===== src/logic/vfd_host_pkg.sv =====
package vfd_host_pkg;

	// ----------------------------------------------------------------
	// interface mode jumper codes
	// ----------------------------------------------------------------
	localparam logic [1:0] MODE_ENABLE_STROBE = 2'h0;
	localparam logic [1:0] MODE_SEPARATE_STROBE = 2'h1;
	localparam logic [1:0] MODE_SERIAL = 2'h2;

	// ----------------------------------------------------------------
	// timing
	// ----------------------------------------------------------------
	localparam int CLK_PERIOD_NS = 10;
	localparam int PWRUP_RESET_TIME_US = 100;
	localparam int PWRUP_RESET_CYCLES = (PWRUP_RESET_TIME_US * 1000) / CLK_PERIOD_NS;

	// ----------------------------------------------------------------
	// serial frame
	// ----------------------------------------------------------------
	localparam logic [4:0] SER_FRAME_BITS = 5'h10;
	localparam logic [4:0] SER_START_BITS = 5'h08;
	localparam logic [3:0] SER_PAYLOAD_BITS = 4'h8;
	localparam logic [4:0] SER_START_ONES = 5'h1F;
	localparam int SER_RW_POS = 2;
	localparam int SER_RS_POS = 1;

	// ----------------------------------------------------------------
	// register map (byte addresses)
	// ----------------------------------------------------------------
	localparam logic [7:0] REG_RX_VALUE = 8'h00;
	localparam logic [7:0] REG_STATUS = 8'h04;
	localparam logic [7:0] REG_TX_INSTR = 8'h08;
	localparam logic [7:0] REG_TX_DATA = 8'h0C;

	// status fields and the register select bit of the rx value
	localparam int ST_RX_VALID = 0;
	localparam int ST_RD_DONE = 1;
	localparam int ST_MODE_LO = 2;
	localparam int ST_WIDE = 4;
	localparam int ST_RESET = 5;
	localparam int ST_HI_NEXT = 6;
	localparam int RX_RS_POS = 8;

	// reset values
	localparam logic [7:0] TX_INSTR_RESET = 8'h00;
	localparam logic [7:0] TX_DATA_RESET = 8'h00;

endpackage : vfd_host_pkg


===== src/logic/vfd_host_interface.sv =====
`timescale 1ns/1ps
`default_nettype none

module vfd_host_interface #(
	parameter int POR_CYCLES = vfd_host_pkg::PWRUP_RESET_CYCLES
) (
	// clock and reset
	input  wire logic        CLK,
	input  wire logic        RSTN,
	// apb slave
	input  wire logic        PSEL,
	input  wire logic        PENABLE,
	input  wire logic        PWRITE,
	input  wire logic [7:0]  PADDR,
	input  wire logic [31:0] PWDATA,
	output logic      [31:0] PRDATA,
	output logic             PREADY,
	output logic             PSLVERR,
	// jumpers
	input  wire logic [1:0]  MODE_SEL,
	input  wire logic        WIDE_SEL,
	input  wire logic        EXT_RESET_SEL,
	input  wire logic        EXT_RESET_N,
	// parallel host pins
	input  wire logic        ENABLE_STROBE,
	input  wire logic        READ_WRITE,
	input  wire logic        WRITE_STROBE_N,
	input  wire logic        READ_STROBE_N,
	input  wire logic        REGISTER_SELECT,
	input  wire logic [7:0]  DATA_BUS_LINES_IN,
	output logic      [7:0]  DATA_BUS_LINES_OUT,
	output logic             DATA_BUS_LINES_OE,
	// serial host pins
	input  wire logic        FRAME_SELECT_N,
	input  wire logic        SHIFT_CLK,
	input  wire logic        SERIAL_IN,
	output logic             SERIAL_OUT,
	output logic             SERIAL_OE,
	// to display core
	output logic             CORE_RESET
);

	localparam int CW = $clog2(POR_CYCLES + 1);

	if (POR_CYCLES < 1) begin : g_chk
		$error("POR_CYCLES must be at least one");
	end

	// ----------------------------------------------------------------
	// state
	// ----------------------------------------------------------------
	typedef struct packed {
		logic [1:0] mode;
		logic       wide;
		logic       ext_sel;
		logic       ext_n;
		logic       en;
		logic       rw;
		logic       wr_n;
		logic       rd_n;
		logic       rs;
		logic [7:0] data;
		logic       fs_n;
		logic       sck;
		logic       si;
	} pins_s;

	typedef struct packed {
		pins_s       p1;
		pins_s       p2;
		pins_s       p3;
		logic [CW-1:0] por_cnt;
		logic        rst_act;
		logic        hi_next;
		logic [3:0]  hold_nib;
		logic [7:0]  rx_data;
		logic        rx_rs;
		logic        rx_valid;
		logic        rd_done;
		logic [7:0]  tx_instr;
		logic [7:0]  tx_data;
		logic        s_act;
		logic        s_bad;
		logic        s_rw;
		logic        s_rs;
		logic [4:0]  bcnt;
		logic [3:0]  ocnt;
		logic [7:0]  sh;
		logic [7:0]  out_sh;
		logic [7:0]  bus_out;
		logic        bus_oe;
		logic        ser_out;
		logic        ser_oe;
		logic [31:0] prdata;
		logic        pready;
		logic        pslverr;
	} st_s;

	st_s  st_r;
	st_s  st_nxt;
	logic rst_m_r;
	logic rst_n_r;

	// ----------------------------------------------------------------
	// reset release
	// ----------------------------------------------------------------
	always_ff @(posedge CLK or negedge RSTN) begin
		if (!RSTN) begin
			rst_m_r <= 1'b0;
			rst_n_r <= 1'b0;
		end else begin
			rst_m_r <= 1'b1;
			rst_n_r <= rst_m_r;
		end
	end

	// ----------------------------------------------------------------
	// decoded events
	// ----------------------------------------------------------------
	pins_s pin_now;
	logic  par;
	logic  es;
	logic  ss;
	logic  ser;
	logic  wr_ev;
	logic  rd_start;
	logic  rd_end;
	logic  sck_rise;
	logic  sck_fall;
	logic  fs_fall;
	logic  fs_rise;
	logic  ext_req;
	logic  apb_wr;
	logic  start_ok;
	logic [7:0] start_byte;
	logic [7:0] rd_val;

	assign pin_now = '{MODE_SEL, WIDE_SEL, EXT_RESET_SEL, EXT_RESET_N, ENABLE_STROBE,
		READ_WRITE, WRITE_STROBE_N, READ_STROBE_N, REGISTER_SELECT, DATA_BUS_LINES_IN,
		FRAME_SELECT_N, SHIFT_CLK, SERIAL_IN};

	assign es = st_r.p2.mode == vfd_host_pkg::MODE_ENABLE_STROBE;
	assign ss = st_r.p2.mode == vfd_host_pkg::MODE_SEPARATE_STROBE;
	assign par = es | ss;
	assign ser = !par;
	assign wr_ev = !st_r.rst_act & ((es & st_r.p3.en & !st_r.p2.en & !st_r.p2.rw)
		| (ss & !st_r.p3.wr_n & st_r.p2.wr_n));
	assign rd_start = !st_r.rst_act & ((es & !st_r.p3.en & st_r.p2.en & st_r.p2.rw)
		| (ss & st_r.p3.rd_n & !st_r.p2.rd_n));
	assign rd_end = st_r.bus_oe & ((es & st_r.p3.en & !st_r.p2.en)
		| (ss & !st_r.p3.rd_n & st_r.p2.rd_n));
	assign sck_rise = ser & !st_r.p3.sck & st_r.p2.sck;
	assign sck_fall = ser & st_r.p3.sck & !st_r.p2.sck;
	assign fs_fall = ser & !st_r.rst_act & st_r.p3.fs_n & !st_r.p2.fs_n;
	assign fs_rise = ser & !st_r.p3.fs_n & st_r.p2.fs_n;
	assign ext_req = par & st_r.p2.ext_sel & !st_r.p2.ext_n;
	assign apb_wr = PSEL & PENABLE & PWRITE & st_r.pready;
	assign start_byte = {st_r.sh[6:0], st_r.p2.si};
	assign start_ok = start_byte[7:3] == vfd_host_pkg::SER_START_ONES
		&& !start_byte[0];
	assign rd_val = st_r.p2.rs ? st_r.tx_data : st_r.tx_instr;

	// ----------------------------------------------------------------
	// next state
	// ----------------------------------------------------------------
	always_comb begin
		st_nxt = st_r;
		st_nxt.p1 = pin_now;
		st_nxt.p2 = st_r.p1;
		st_nxt.p3 = st_r.p2;

		// internal power-up delay, then external pin in parallel modes
		if (st_r.por_cnt != CW'(POR_CYCLES)) begin
			st_nxt.por_cnt = st_r.por_cnt + 1'b1;
		end
		st_nxt.rst_act = (st_r.por_cnt != CW'(POR_CYCLES)) | ext_req;

		// software side: write-one-to-clear first, hardware sets win below
		if (apb_wr && PADDR == vfd_host_pkg::REG_STATUS) begin
			st_nxt.rx_valid = st_r.rx_valid & !PWDATA[vfd_host_pkg::ST_RX_VALID];
			st_nxt.rd_done = st_r.rd_done & !PWDATA[vfd_host_pkg::ST_RD_DONE];
		end
		if (apb_wr && PADDR == vfd_host_pkg::REG_TX_INSTR) begin
			st_nxt.tx_instr = PWDATA[7:0];
		end
		if (apb_wr && PADDR == vfd_host_pkg::REG_TX_DATA) begin
			st_nxt.tx_data = PWDATA[7:0];
		end

		// parallel writes
		if (wr_ev) begin
			if (st_r.p2.wide) begin
				st_nxt.rx_data = st_r.p2.data;
				st_nxt.rx_rs = st_r.p2.rs;
				st_nxt.rx_valid = 1'b1;
			end else if (st_r.hi_next) begin
				st_nxt.hold_nib = st_r.p2.data[7:4];
				st_nxt.hi_next = 1'b0;
			end else begin
				st_nxt.rx_data = {st_r.hold_nib, st_r.p2.data[7:4]};
				st_nxt.rx_rs = st_r.p2.rs;
				st_nxt.rx_valid = 1'b1;
				st_nxt.hi_next = 1'b1;
			end
		end

		// parallel reads
		if (rd_start) begin
			st_nxt.bus_oe = 1'b1;
			if (st_r.p2.wide) begin
				st_nxt.bus_out = rd_val;
			end else if (st_r.hi_next) begin
				st_nxt.bus_out = {rd_val[7:4], 4'h0};
			end else begin
				st_nxt.bus_out = {rd_val[3:0], 4'h0};
			end
		end else if (rd_end) begin
			st_nxt.bus_oe = 1'b0;
			if (st_r.p2.wide || !st_r.hi_next) begin
				st_nxt.rd_done = 1'b1;
			end
			if (!st_r.p2.wide) begin
				st_nxt.hi_next = !st_r.hi_next;
			end
		end

		// serial frame
		if (fs_fall) begin
			st_nxt.s_act = 1'b1;
			st_nxt.s_bad = 1'b0;
			st_nxt.bcnt = 5'h00;
			st_nxt.ocnt = 4'h0;
			st_nxt.ser_oe = 1'b0;
		end else if (st_r.s_act) begin
			if (sck_rise && !st_r.s_bad && st_r.bcnt < vfd_host_pkg::SER_FRAME_BITS) begin
				st_nxt.sh = start_byte;
				st_nxt.bcnt = st_r.bcnt + 5'h01;
				if (st_r.bcnt == vfd_host_pkg::SER_START_BITS - 5'h01) begin
					st_nxt.s_bad = !start_ok;
					st_nxt.s_rw = start_byte[vfd_host_pkg::SER_RW_POS];
					st_nxt.s_rs = start_byte[vfd_host_pkg::SER_RS_POS];
					st_nxt.out_sh = start_byte[vfd_host_pkg::SER_RS_POS] ? st_r.tx_data
						: st_r.tx_instr;
				end
			end
			if (sck_fall && st_r.s_rw && !st_r.s_bad && st_r.bcnt >= vfd_host_pkg::SER_START_BITS
				&& st_r.ocnt < vfd_host_pkg::SER_PAYLOAD_BITS) begin
				st_nxt.ser_out = st_r.out_sh[7];
				st_nxt.out_sh = {st_r.out_sh[6:0], 1'b0};
				st_nxt.ocnt = st_r.ocnt + 4'h1;
				st_nxt.ser_oe = 1'b1;
			end
			if (fs_rise) begin
				st_nxt.s_act = 1'b0;
				st_nxt.ser_oe = 1'b0;
				if (st_r.bcnt == vfd_host_pkg::SER_FRAME_BITS && !st_r.s_bad) begin
					if (st_r.s_rw) begin
						st_nxt.rd_done = 1'b1;
					end else begin
						st_nxt.rx_data = st_r.sh;
						st_nxt.rx_rs = st_r.s_rs;
						st_nxt.rx_valid = 1'b1;
					end
				end
			end
		end

		// drivers follow the jumpers; reset clears link state
		if (!par) begin
			st_nxt.bus_oe = 1'b0;
		end
		if (!ser) begin
			st_nxt.ser_oe = 1'b0;
			st_nxt.s_act = 1'b0;
		end
		if (st_r.rst_act) begin
			st_nxt.hi_next = 1'b1;
			st_nxt.bus_oe = 1'b0;
			st_nxt.ser_oe = 1'b0;
			st_nxt.s_act = 1'b0;
		end

		// apb answer: data and pready registered together, one cycle after the first access cycle
		st_nxt.pready = PSEL & PENABLE & !st_r.pready;
		st_nxt.prdata = 32'h0000_0000;
		st_nxt.pslverr = 1'b0;
		if (PSEL && PENABLE && !st_r.pready) begin
			case (PADDR)
				vfd_host_pkg::REG_RX_VALUE: begin
					st_nxt.prdata[7:0] = st_r.rx_data;
					st_nxt.prdata[vfd_host_pkg::RX_RS_POS] = st_r.rx_rs;
				end
				vfd_host_pkg::REG_STATUS: begin
					st_nxt.prdata[vfd_host_pkg::ST_RX_VALID] = st_r.rx_valid;
					st_nxt.prdata[vfd_host_pkg::ST_RD_DONE] = st_r.rd_done;
					st_nxt.prdata[vfd_host_pkg::ST_MODE_LO +: 2] = st_r.p2.mode;
					st_nxt.prdata[vfd_host_pkg::ST_WIDE] = st_r.p2.wide;
					st_nxt.prdata[vfd_host_pkg::ST_RESET] = st_r.rst_act;
					st_nxt.prdata[vfd_host_pkg::ST_HI_NEXT] = st_r.hi_next;
				end
				vfd_host_pkg::REG_TX_INSTR: begin
					st_nxt.prdata[7:0] = st_r.tx_instr;
				end
				vfd_host_pkg::REG_TX_DATA: begin
					st_nxt.prdata[7:0] = st_r.tx_data;
				end
				default: begin
					st_nxt.pslverr = 1'b1;
				end
			endcase
		end else begin
			st_nxt.prdata = st_r.prdata;
			st_nxt.pslverr = st_r.pslverr;
		end
	end

	always_ff @(posedge CLK or negedge rst_n_r) begin
		if (!rst_n_r) begin
			st_r <= '0;
			st_r.p1 <= '1;
			st_r.p2 <= '1;
			st_r.p3 <= '1;
			st_r.rst_act <= 1'b1;
			st_r.hi_next <= 1'b1;
			st_r.tx_instr <= vfd_host_pkg::TX_INSTR_RESET;
			st_r.tx_data <= vfd_host_pkg::TX_DATA_RESET;
		end else begin
			st_r <= st_nxt;
		end
	end

	// ----------------------------------------------------------------
	// outputs
	// ----------------------------------------------------------------
	assign PRDATA = st_r.prdata;
	assign PREADY = st_r.pready;
	assign PSLVERR = st_r.pslverr;
	assign DATA_BUS_LINES_OUT = st_r.bus_out;
	assign DATA_BUS_LINES_OE = st_r.bus_oe;
	assign SERIAL_OUT = st_r.ser_out;
	assign SERIAL_OE = st_r.ser_oe;
	assign CORE_RESET = st_r.rst_act;
endmodule : vfd_host_interface

`default_nettype wire


===== config.mk =====
export PLATFORM = sky130hd
export DESIGN_NAME = vfd_host_interface
export DESIGN_NICKNAME = d
export VERILOG_FILES = /design/src/logic/vfd_host_pkg.sv /design/src/logic/vfd_host_interface.sv
export SDC_FILE = /design/constraint.sdc
export NUM_CORES = 1
export LEC_CHECK = 0
export BUFFER_PORTS_ARGS = -buffer_cell sky130_fd_sc_hd__buf_2
export CAP_MARGIN = 10
export CORE_MARGIN = 1.5
export CORE_UTILIZATION = 31
export CTS_CLUSTER_DIAMETER = 150
export DETAILED_ROUTE_END_ITERATION = 8
export PLACE_DENSITY_LB_ADDON = 0.25
export SLEW_MARGIN = 10
export SYNTH_ARGS = -nofsm -noshare
export SYNTH_HDL_FRONTEND = slang
export SYNTH_SLANG_ARGS = --single-unit

===== constraint.sdc =====
create_clock -name CLK -period 5.8 [get_ports CLK]
set_input_delay 0.58 -clock CLK [delete_from_list [all_inputs] [get_ports CLK]]
set_output_delay 0.58 -clock CLK [all_outputs]
set_load 0.01 [all_outputs]

; ---- Yosys cells after proc, flatten, opt, wreduce, memory -nomap -nowiden
; Cells that the tools add are included.
[totals]
out_inout_bits = 46
regBits = 147
elab_cells = 216
in_bits = 66
[classes]
reduce_logical = 54
n_addsub = 3
n_bitwise = 39
eq_ne = 9
magnitude_cmp = 3
n_mux = 50
[ops]
columns = operator, n
row1 = $mux W8, 7
row2 = $mux W11, 4
row3 = $and A1 B1 Y1, 32
row4 = $mux W10, 3
row5 = $mux W29, 1
row6 = $pmux W7 S4, 1
row7 = $mux W1, 24
row8 = $logic_not A1 Y1, 20
row9 = $eq A8 B4 Y1 const B, 2
row10 = $mux W16, 1
row11 = $mux W15, 1
row12 = $add A14 B1 Y14 const B, 1
row13 = $ne A14 B14 Y1 const B, 1
row14 = $logic_and A1 B1 Y1, 13
row15 = $reduce_and A3 Y1, 4
row16 = $reduce_bool A2 Y1, 6
row17 = $eq A5 B5 Y1 const B, 2
row18 = $mux W9, 1
row19 = $eq A8 B3 Y1 const B, 1
row20 = $logic_not A8 Y1, 1
row21 = $mux W4, 2
row22 = $reduce_and A4 Y1, 2
row23 = $reduce_and A2 Y1, 3
row24 = $add A5 B1 Y5 const B, 1
row25 = other kinds (18), 24

; ---- Logic depth before layout (Yosys ltp)
; Gate-level depths: netlist (run 1).
[logic_depth]
depth_word = 15
ltp_mapped = 7
depth_no_buf = 6

; ---- Worst setup path after synthesis (run 1)
; OpenSTA, ideal clock, no wires.
[synth_path]
path_kind = input-to-reg
from = in PADDR[5]
to = reg st_r[82] (netlist name)
stages = 5
t_required_ns = 5.675
arrival_ns = 1.971
path_slack_ns = 3.704
path_buffers = 1
setup_time_ns = 0.125
path_cell_list = or4_4 nor4_2 nor2b_1 buf_4 mux2_2
[synth_via]
elab_chain_cells = 2
[synth_rtl]
columns = element, line
row1 = from (decl), vfd_host_interface.sv:14  ; input wire logic [7:0] PADDR,
row2 = $eq A8 B4 Y1, vfd_host_interface.sv:183  ; if (apb_wr && PADDR == vfd_host_pkg::REG_TX_INSTR) begin
row3 = $logic_and A1 B1 Y1, vfd_host_interface.sv:183
row4 = to (signal assigned), vfd_host_interface.sv:328  ; st_r <= st_nxt;
row5 = to (decl), vfd_host_interface.sv:99  ; st_s st_r;
; Every way passes these cells.
; A chain may end at the register's enable or synchronous reset.

; ---- Worst setup path in the final report (run 1)
[layout_path]
from = reg st_r (netlist bit st_nxt[122])
to = reg st_r[49] (netlist name)
[layout_via]
elab_chain_cells = 8
word_cells_on_any_way = 13
classes_between = mux: 1 / bitwise: 2 / reduce/logical: 10
[layout_rtl]
columns = element, line
row1 = $logic_not A1 Y1, vfd_host_interface.sv:153  ; assign sck_fall = ser & st_r.p3.sck & !st_r.p2.sck;
row2 = $and A1 B1 Y1, vfd_host_interface.sv:153
row3 = $logic_and A1 B1 Y1 (3 in a row), vfd_host_interface.sv:246  ; if (sck_fall && st_r.s_rw && !st_r.s_bad && st_r.bcnt >= vfd_host_pkg::SER_START_BITS
row4 = $logic_and A1 B1 Y1, vfd_host_interface.sv:247  ; && st_r.ocnt < vfd_host_pkg::SER_PAYLOAD_BITS) begin
row5 = $reduce_bool A2 Y1 (no source line), --
row6 = $reduce_and A4 Y1 (no source line), --
; Parallel ways exist; a longest one is shown, timed or not.

==> results.tsv, run 1 <==
metric	value	unit
die_w	147.4	um
relSlewSlack	0.2876	
initial_utilization	0.3175	
finClkSkew	0.009074	ns
place_ws	3.109	ns
dp_hpwl	9.503	mm
overflow	0	
antenna_found_initial	0	
fmax	421.0	MHz
leakage	3.366	nW
synthToLayoutAreaGrowth	15.67	%
slowest_stage	nor3b_1	
reg2reg_depth	4	
r2r_slack	3.42	ns
async_reset_ff_frac	1.000	
powerDensity	301.4	nW/um^2
grt_max_degree	63	
slew_violations	0	
numClockSinks	147	
drc	0	
min-delay-path-class	in2reg	
maxCapViolCount	0	
wl_met2	6.285	mm
drive_gt1_frac	0.3846	
multiInputGateArea	2394	sq um
wl_met1	6.051	mm
r2r-start	st_nxt[122]	
ir_worst_vdd	0.0001686	V
place_area	6867	sq um
ant_nets	0	
setup_slack	3.425	ns
fin_area	7480	sq um
nFillCells	2001	
rows	52	
endpoint_kind	flop	
die_height	147.4	um
io_pins	112	
ys_types	62	
start_kind	flop	
core	20360	sq um
drtPass1Iterations	4	
synth_ff_type	dfrtp_1	
seq_area	3744	sq um
cts_root_buffer	clkbuf_16	
seq_area_frac_synth	0.5784	
htreeDepth	4	
cp.required	6.11	ns
top_layer_used	met4	
grt_pass1_wl	21.73	mm
tns	0	ns
portBuffers	64	
cp_cell_sequence	nor3b_1 > nor4b_1 > o211a_1 > mux2_2	
r2r-end	st_r[49]	
synthCells	504	
worst_slew_pin_slew	1.066	ns
synth_edf_count	0	
totalWireLength	13.11	mm
min_period	2.375	ns
critPathMaxStageDelay	0.58	ns
grt_use_total	0.1298	
clockBufferDepth	2	
met3WireLength	588	um
grt_pass1_vias	4116	
cts_buffers	17	
min_from	SERIAL_IN	
hold_viol	0	
yosys_warnings	0	
critPathMaxFanout	8	
critPathArrivalTime	2.68	ns
place_congestion	0.7714	
status	complete, no violations	
worstSetupEndpoint	st_r[49]	
crit_type	reg2reg	
drt-initial-drc-count	221	
rsz0062_at_grt	false	
vias_per_cell	4.719	
design_power_total	2.254	mW
syn_area	6466	sq um
clk_pin_slew	0.06	ns
die-area	21730	sq um
clk_latency	0.42	ns
dr_total_vias	3973	
ys_seq_elements	147	
layout.nets	631	
finalSetupViolCount	0	
finalCritPeriodShare	0.4095	
cts_tree	built	
diodes	0	
syn-mean-instance-area	12.83	sq um
startpoint	st_nxt[122]	
detail_route.wl_per_cell	15.57	um
==> worst min path at each step <==
stage             endpoint  slack [ns]  cells past startpoint
5_1_grt        st_nxt[151]        0.23                      1
3_3_place_gp      st_r[68]        0.33                      0
2_1_floorplan      rst_m_r        0.28                      0
3_5_place_dp      st_r[65]        0.34                      0
6_report       st_nxt[142]        0.25                      1
4_1_cts        st_nxt[142]        0.23                      1
==> area by class of cell <==
cell class | count | share of cell area
well taps | 270 | 0.04517
inverters | 15 | 0.007528
clock buffers | 21 | 0.06591
repair buffers | 67 | 0.04617
multi-input cells | 311 | 0.3200
clock inverters | 11 | 0.01472
flip-flops and latches | 147 | 0.5005
==> state kept, by name, indices dropped and copies added, names as in the netlist <==
| signal | count |
|---|---|
| CORE_RESET | 1 |
| DATA_BUS_LINES_OE | 1 |
| DATA_BUS_LINES_OUT | 8 |
| PRDATA | 9 |
| PREADY | 1 |
| PSLVERR | 1 |
| SERIAL_OE | 1 |
| SERIAL_OUT | 1 |
| rst_m_r | 1 |
| rst_n_r | 1 |
| st_nxt | 42 |
| st_r | 80 |
==> metrics by stage <==
stage	hold WS, ns	utilization	cells
after floorplan	0.2844	-	526
after global placement	0.3288	0.3372	809
after detailed placement	0.3389	0.3372	809
after CTS	0.2300	0.3673	842
after global routing	0.2327	0.3673	842
final	0.2497	0.3673	842
==> synth_stat cells, types with 5 or more instances <==
library cell | count | area share
dfstp_2 | 49 | 0.20
dfrtp_1 | 98 | 0.38
or2_2 | 6 | 0.0058
mux2i_1 | 16 | 0.025
a21oi_1 | 8 | 0.0062
nand4_1 | 5 | 0.0048
xnor2_1 | 10 | 0.014
mux4_2 | 11 | 0.038
ha_1 | 6 | 0.012
nor3b_1 | 6 | 0.0070
nand2_1 | 44 | 0.026
mux2_2 | 39 | 0.068
clkbuf_1 | 7 | 0.0041
buf_4 | 42 | 0.049
nand3_1 | 20 | 0.015
nor2_1 | 19 | 0.011
o22ai_1 | 7 | 0.0068
inv_1 | 14 | 0.0081
o21ai_0 | 9 | 0.0070
xor2_1 | 6 | 0.0081
o2bb2ai_1 | 10 | 0.014
==> logic make-up after synthesis <==
| group | after synthesis | synth area share |
|---|---|---|
| xor+xnor | 16 | 0.02167 |
| fa+ha+maj | 6 | 0.01161 |
| buf+inv | 68 | 0.06424 |
| other cells | 2 | 0.001161 |
| simple gates | 138 | 0.1171 |
| compound gates | 57 | 0.06792 |
| mux | 70 | 0.1380 |
| flops | 147 | 0.5784 |
==> worst max-delay path, delay by kind of cell (launching register included) <==
kind | cells | cell delay, ns
flip-flops | 1 | 0.55
AND/OR/NAND/NOR | 2 | 0.95
AO/OA/AOI/OAI | 1 | 0.38
multiplexers | 1 | 0.38
==> report_power, final <==
group | switching (mW) | leakage (nW) | internal [mW]
registers | 0.0201 | 1.84 | 1.06
clock network | 0.443 | 0.292 | 0.660
logic | 0.0435 | 1.23 | 0.0268
total | 0.506 | 3.37 | 1.75
==> layer usage <==
metal	vias up	global-route usage
li1	1845	-
met2	107	0.2103
met1	2008	0.1664
met5	-	0
met4	0	0.04750
met3	13	0.03611
==> timing repair <==
item | in CTS | in global routing
hold buffers | 1 | 0
endpoints found under the hold margin | 2 | 0
gates resized for setup | 0 | 0
setup buffers | 0 | 0
==> cell usage in the layout, fill, tap and decap left out, types with 5 or more instances in the layout <==
cell type	instances
o2bb2ai_1	10
a21oi_1	8
ha_1	6
o21ai_0	9
dfrtp_1	97
o22ai_1	7
nand2_1	44
mux2_2	39
conb_1	24
inv_1	14
nor3b_1	6
mux2i_1	16
or2_2	6
nand3_1	20
buf_2	64
xor2_1	6
mux4_2	11
clkbuf_16	19
dfstp_2	49
nand4_1	5
xnor2_1	10
nor2_1	19
Note: power is estimated with default switching activity, not from simulation.
==> inputs of run 2 (changes only) <==
Settings changed: ABC_AREA set to 1.
Clock period 5.8 ns to 2.5 ns, I/O delays scaled along.
==> results.tsv, run 2 <==
metric	value	unit	change
min_period	1.878	ns	-0.4976 ns
place_ws	0.5746	ns	-2.534 ns
hold_depth	3		+2
dp_hpwl	10.62	mm	+12%
ant_nets	0		unchanged
synth_edf_count	0		unchanged
startpoint	st_nxt[141]		
syn-mean-instance-area	9.106	sq um	-29%
place_congestion	0.8008		+3.8%
met3_usage	0.03343		-0.002677
fmax	532.6	MHz	+27%
yosysTopAreaCellShare	0.3615		-0.01777
holdPathEnd	st_r[78]		
yosysMostFrequentCell	nand2_1		
layout.nets	892		+41%
finClkSkew	0.009923	ns	+0.0008490 ns
yosys_warnings	0		unchanged
vias_per_cell	4.482		-5.0%
slew_violations	0		unchanged
worst_slew_pin_slew	0.5339	ns	-0.5325 ns
cts_root_buffer	clkbuf_16		
numClockSinks	147		unchanged
fin_area	7960	sq um	+6.4%
min-delay-path-class	in2reg		
r2r-start	st_nxt[141]		
grt_pass1_vias	4951		+20%
critPathMaxStageDelay	0.70	ns	+0.12 ns
crit_family	simple AND/OR/NAND/NOR gates		
critPathArrivalTime	2.19	ns	-0.49 ns
drt-initial-drc-count	293		+33%
async_reset_ff_frac	1.000		unchanged
synthToLayoutAreaGrowth	17.34	%	
synth_area_leaders	dfrtp_1, dfstp_2, nand2_1		
overflow	0		unchanged
r2r-end	st_r[52]		
grtUsageMet1	0.1947		+0.02830
synth_ff_type	dfrtp_1		
ir_worst_vdd	0.0004534	V	+170%
cp_cell_sequence	inv_4 > nor2_4 > nand2_4 > nand2_4 > inv_2 > nand2_2 > nand2_2 > nand2_1 > nand2_1		
rows	53		+1.9%
crit_type	reg2reg		
diodes	0		unchanged
combPwrFrac	0.042		+0.011
ys_seq_elements	147		unchanged
post-route-util	0.3751		+0.007829
grt_max_degree	65		+3.2%
internal-power	3.954	mW	+130%
detail_route.wl_per_cell	13.60	um	-13%
ctsResizeCount	0		unchanged
clockBufferDepth	2		unchanged
switching_share	0.2442		+0.01959
seq_area	3744	sq um	unchanged
crit_buf_inv	2		+2
seqPwrFrac	0.480		about the same
yosys-top-cells-count	nand2_1, dfrtp_1, nand3_1, inv_1, o21ai_0		
leakage	3.753	nW	+11%
critPathMaxFanout	12		+4
finalSetupViolCount	0		unchanged
totalWireLength	15.07	mm	+15%
final_cell_mix	nand2_1, dfrtp_1, buf_2		
seq_area_frac_synth	0.5513		-0.02709
die-area	22780	sq um	+4.8%
tns	0	ns	unchanged
synth_top_cell_by_area	dfrtp_1		
instances_no_fill	1108		+32%
cts_tree	built		
top_usage_layer	met2		
hold_ws	0.06291	ns	-0.1868 ns
r2r_slack	0.62	ns	-2.80 ns
finalCritPeriodShare	0.7511		+0.3415
start_kind	flop		
clk_pin_slew	0.07	ns	about the same
rsz0062_at_grt	false		
drc	0		unchanged
layout_commonest_cell	nand2_1		
portBuffers	64		unchanged
largest_register_ffs	80		unchanged
nFillCells	2210		+10%
clk_latency	0.42	ns	about the same
endpoint_kind	flop		
hold_viol	0		unchanged
regMostFlops	st_r		
maxCapViolCount	0		unchanged
grt_pass1_wl	25.14	mm	+16%
design_power_total	5.232	mW	+130%
met2_usage	0.2235		+0.01319
ys_types	38		-39%
clkPwrFrac	0.478		-0.011
grt_use_total	0.1433		+0.01347
core	21220	sq um	+4.2%
io_pins	112		unchanged
syn_area	6784	sq um	+4.9%
dr_total_vias	4966		+25%
drive_gt1_frac	0.2293		-0.1553
die_w	150.9	um	+2.4%
min_from	PWDATA[4]		
cp.required	2.81	ns	-3.30 ns
initial_utilization	0.3197		+0.002171
cts_buffers	17		unchanged
p_switching	1.277	mW	+150%
reg2reg_depth	9		+5
die_height	150.9	um	+2.4%
setup_slack	0.6223	ns	-2.802 ns
dpl.cell_count	1054		+30%
place_area	7167	sq um	+4.4%
synthCells	745		+48%
multiInputGateArea	2439	sq um	+1.9%
drtPass1Iterations	4		unchanged
slowest_stage	dfstp_2		
htreeDepth	4		unchanged
powerDensity	657.2	nW/um^2	+120%
status	complete, no violations		
antenna_found_initial	0		unchanged
relSlewSlack	0.6429		+0.3553
-- run 2: cell count changes in the layout (fill, tap and decap cells not counted), sizes merged, moves of 6 or more --
cell | before | now
nand3 | 20 | 67
dlygate4sd3 | 1 | 22
o2bb2ai | 10 | 0
nor3b | 6 | 0
mux4 | 11 | 0
or2 | 6 | 0
mux2i | 16 | 0
nor2 | 20 | 51
inv | 21 | 76
nand4 | 5 | 15
nand2 | 45 | 216
o21ai | 9 | 68
mux2 | 43 | 0
-- run 2: cell families (layout without fill, tap and decap cells) --
group / count (synthesis) / after routing / share of synthesized area
and+or+nand+nor: 361 / 361 / 0.2446
DFF: 147 / 147 / 0.5513
buffers and inverters: 125 / 191 / 0.1014
AOI/OAI and AO/OA: 90 / 90 / 0.07248
xor gates and xnor gates: 14 / 14 / 0.01807
adders and majority gates: 6 / 6 / 0.01107
other: 2 / 24 / 0.001107
-- run 2: how the worst max path moves through the flow --
stage	end	cells past startpoint
after detailed placement	st_r[52]	9
after floorplan	DATA_BUS_LINES_OE	0
after global placement	st_r[52]	9
after global routing	st_r[50]	9
after CTS	st_r[52]	9
final	st_r[52]	9
-- run 2: power by group through the flow --
stage                     Combinational [mW]  Clock (mW)  Sequential (mW)
after floorplan                        0.125           0             2.56
after global placement                 0.197           0             2.55
after detailed placement               0.197           0             2.55
after CTS                              0.224        2.58             2.51
after global routing                   0.251        2.67             2.52
final                                  0.218        2.50             2.51
-- run 2: tightest hold or removal path, cell delays in order --
cell     delay, ns
buf_2         0.10
nand2_1       0.05
nand2_1       0.05
-- run 2: layout make-up --
type | instances | share of cell area
inverter | 68 | 0.03238
clock buffer | 18 | 0.05391
timing repair buffer | 91 | 0.07576
sequential | 147 | 0.4703
clock inverter | 14 | 0.01808
multi-input combinational | 495 | 0.3064
tap | 275 | 0.04323
-- run 2: repair_timing --
| item | CTS | global route |
|---|---|---|
| endpoints found under the hold margin | 23 | 0 |
| hold buffers | 22 | 0 |
| buffers inserted | 0 | 0 |
-- run 2: per-layer routing --
layer / vias up / wire [um]
met5: - / 0
met2: 101 / 6840
met4: 0 / 229
li1: 2488 / -
met3: 16 / 694
met1: 2361 / 7302
==> inputs of run 3 (changes only) <==
Settings changed: ABC_AREA 1 to 0.
Clock period 2.5 ns to 1.76 ns, I/O delays scaled along.
==> results.tsv, run 3 (synthesized netlist as in run 1, its figures left out) <==
metric	value	unit	change
critPathArrivalTime	2.19	ns	about the same
cp.required	2.06	ns	-0.75 ns
grtUsageMet1	0.1747		-0.01994
die_height	147.4	um	-2.3%
ant_nets	0		unchanged
vias_per_cell	4.607		+2.8%
overflow	0		unchanged
finalSetupViolCount	25		+25
die-area	21730	sq um	-4.6%
finClkSkew	0.008018	ns	-0.001905 ns
antenna_found_initial	0		unchanged
grt_max_degree	56		-14%
met3_usage	0.03642		+0.002986
ir_worst_vdd	0.0006637	V	+46%
status	complete, but fails checks		
top_usage_layer	met2		
nFillCells	1927		-13%
detail_route.wl_per_cell	15.20	um	+12%
clk_latency	0.42	ns	about the same
hold_ws	0.02945	ns	-0.03346 ns
powerDensity	882.7	nW/um^2	+34%
initial_utilization	0.3175		-0.002171
clk_pin_slew	0.06	ns	about the same
largest_register_ffs	80		unchanged
crit_type	reg2reg		
min_period	1.892	ns	+0.01419 ns
rows	52		-1.9%
drt-initial-drc-count	161		-45%
portBuffers	64		unchanged
hold_viol	0		unchanged
dpl.cell_count	851		-19%
r2r_slack	-0.13	ns	-0.75 ns
rsz0062_at_grt	true		
min-delay-path-class	in2reg		
maxCapViolCount	0		unchanged
place_congestion	0.8421		+5.2%
crit_family	simple AND/OR/NAND/NOR gates		
worst_slew_pin_slew	0.5839	ns	+0.04999 ns
regMostFlops	st_r		
io_pins	112		unchanged
met2_usage	0.2256		+0.002071
cts_root_buffer	clkbuf_16		
cp_cell_sequence	or4b_4 > buf_4 > a21oi_4 > nand2_4 > mux2_4		
dp_hpwl	10.12	mm	-4.7%
post-route-util	0.4105		+0.03536
totalWireLength	13.93	mm	-7.6%
leakage	3.783	nW	+0.81%
drc	0		unchanged
synthToLayoutAreaGrowth	29.28	%	
core	20360	sq um	-4.0%
endpoint_kind	flop		
slowest_stage	dfstp_2		
violations	setup timing		
relSlewSlack	0.6107		-0.03217
diodes	0		unchanged
htreeDepth	4		unchanged
drive_gt1_frac	0.4365		+0.2072
numClockSinks	147		unchanged
die_w	147.4	um	-2.3%
final_cell_mix	dfrtp_1, buf_2, dfstp_2		
cts_buffers	17		unchanged
crit_buf_inv	1		-1
layout_commonest_cell	dfrtp_1		
finalCritPeriodShare	1.075		+0.3239
layout.nets	705		-21%
grt_pass1_wl	23.09	mm	-8.1%
slew_violations	0		unchanged
dr_total_vias	4220		-15%
drtPass1Iterations	4		unchanged
instances_no_fill	916		-17%
cts_tree	built		
setup_slack	-0.1319	ns	-0.7542 ns
critPathMaxFanout	4		-8
grt_use_total	0.1381		-0.005244
grt_pass1_vias	4493		-9.3%
start_kind	flop		
clockBufferDepth	2		unchanged
critPathMaxStageDelay	0.53	ns	-0.17 ns
fmax	528.6	MHz	-0.75%
[run 3: final cells by class]
class | instances | area [sq um] | area share
flip-flops and latches | 147 | 3744 | 0.4478
multi-input cells | 311 | 2606 | 0.3118
repair buffers | 141 | 1046 | 0.1251
clock buffers | 26 | 489.2 | 0.05852
well taps | 270 | 337.8 | 0.04041
clock inverters | 6 | 80.08 | 0.009579
inverters | 15 | 56.30 | 0.006736
[run 3: final timing paths]
path	start	end	cells past startpoint
setup / recovery	st_r[136]	st_r[103]	5
hold / removal	PWDATA[5]	st_r[87]	2
setup reg to reg	st_r[136]	st_r[103]	5
hold reg to reg	rst_n_r	st_r[112]	0
max in group asynchronous	rst_n_r	st_nxt[136]	1
min in group asynchronous	RSTN	rst_n_r	2
[run 3: repair_timing]
| item | in CTS | in global routing |
|---|---|---|
| setup endpoints to repair | 40 | 45 |
| endpoints found under the hold margin | 29 | 0 |
| setup buffers | 1 | 5 |
| pin swaps | 8 | 12 |
| resized for setup | 24 | 22 |
| cloned | 1 | 0 |
| hold buffers | 26 | 0 |
[run 3: power breakdown]
group / leakage [nW] / internal [mW] / switching, mW
Sequential: 1.84 / 3.50 / 0.0479
Combinational: 1.66 / 0.161 / 0.182
Clock: 0.282 / 2.19 / 1.30
[run 3: stage by stage]
step	power (mW)	instance area, sq um	setup TNS [ns]	setup WS (ns)
2_1_floorplan	3.787	6593	-0.9064	-0.06841
3_3_place_gp	3.882	7252	-2.276	-0.1454
3_5_place_dp	3.890	7252	-3.430	-0.1768
4_1_cts	7.496	8187	-1.971	-0.1410
5_1_grt	7.681	8359	-2.906	-0.1821
6_report	7.379	8359	-1.564	-0.1319
[run 3: metal layers]
metal	share of wire	up-vias	wire [um]
li1	-	1982	-
met1	0.45	2097	6241
met2	0.48	124	6695
met3	0.053	17	739
met4	0.018	0	250
met5	0	-	0
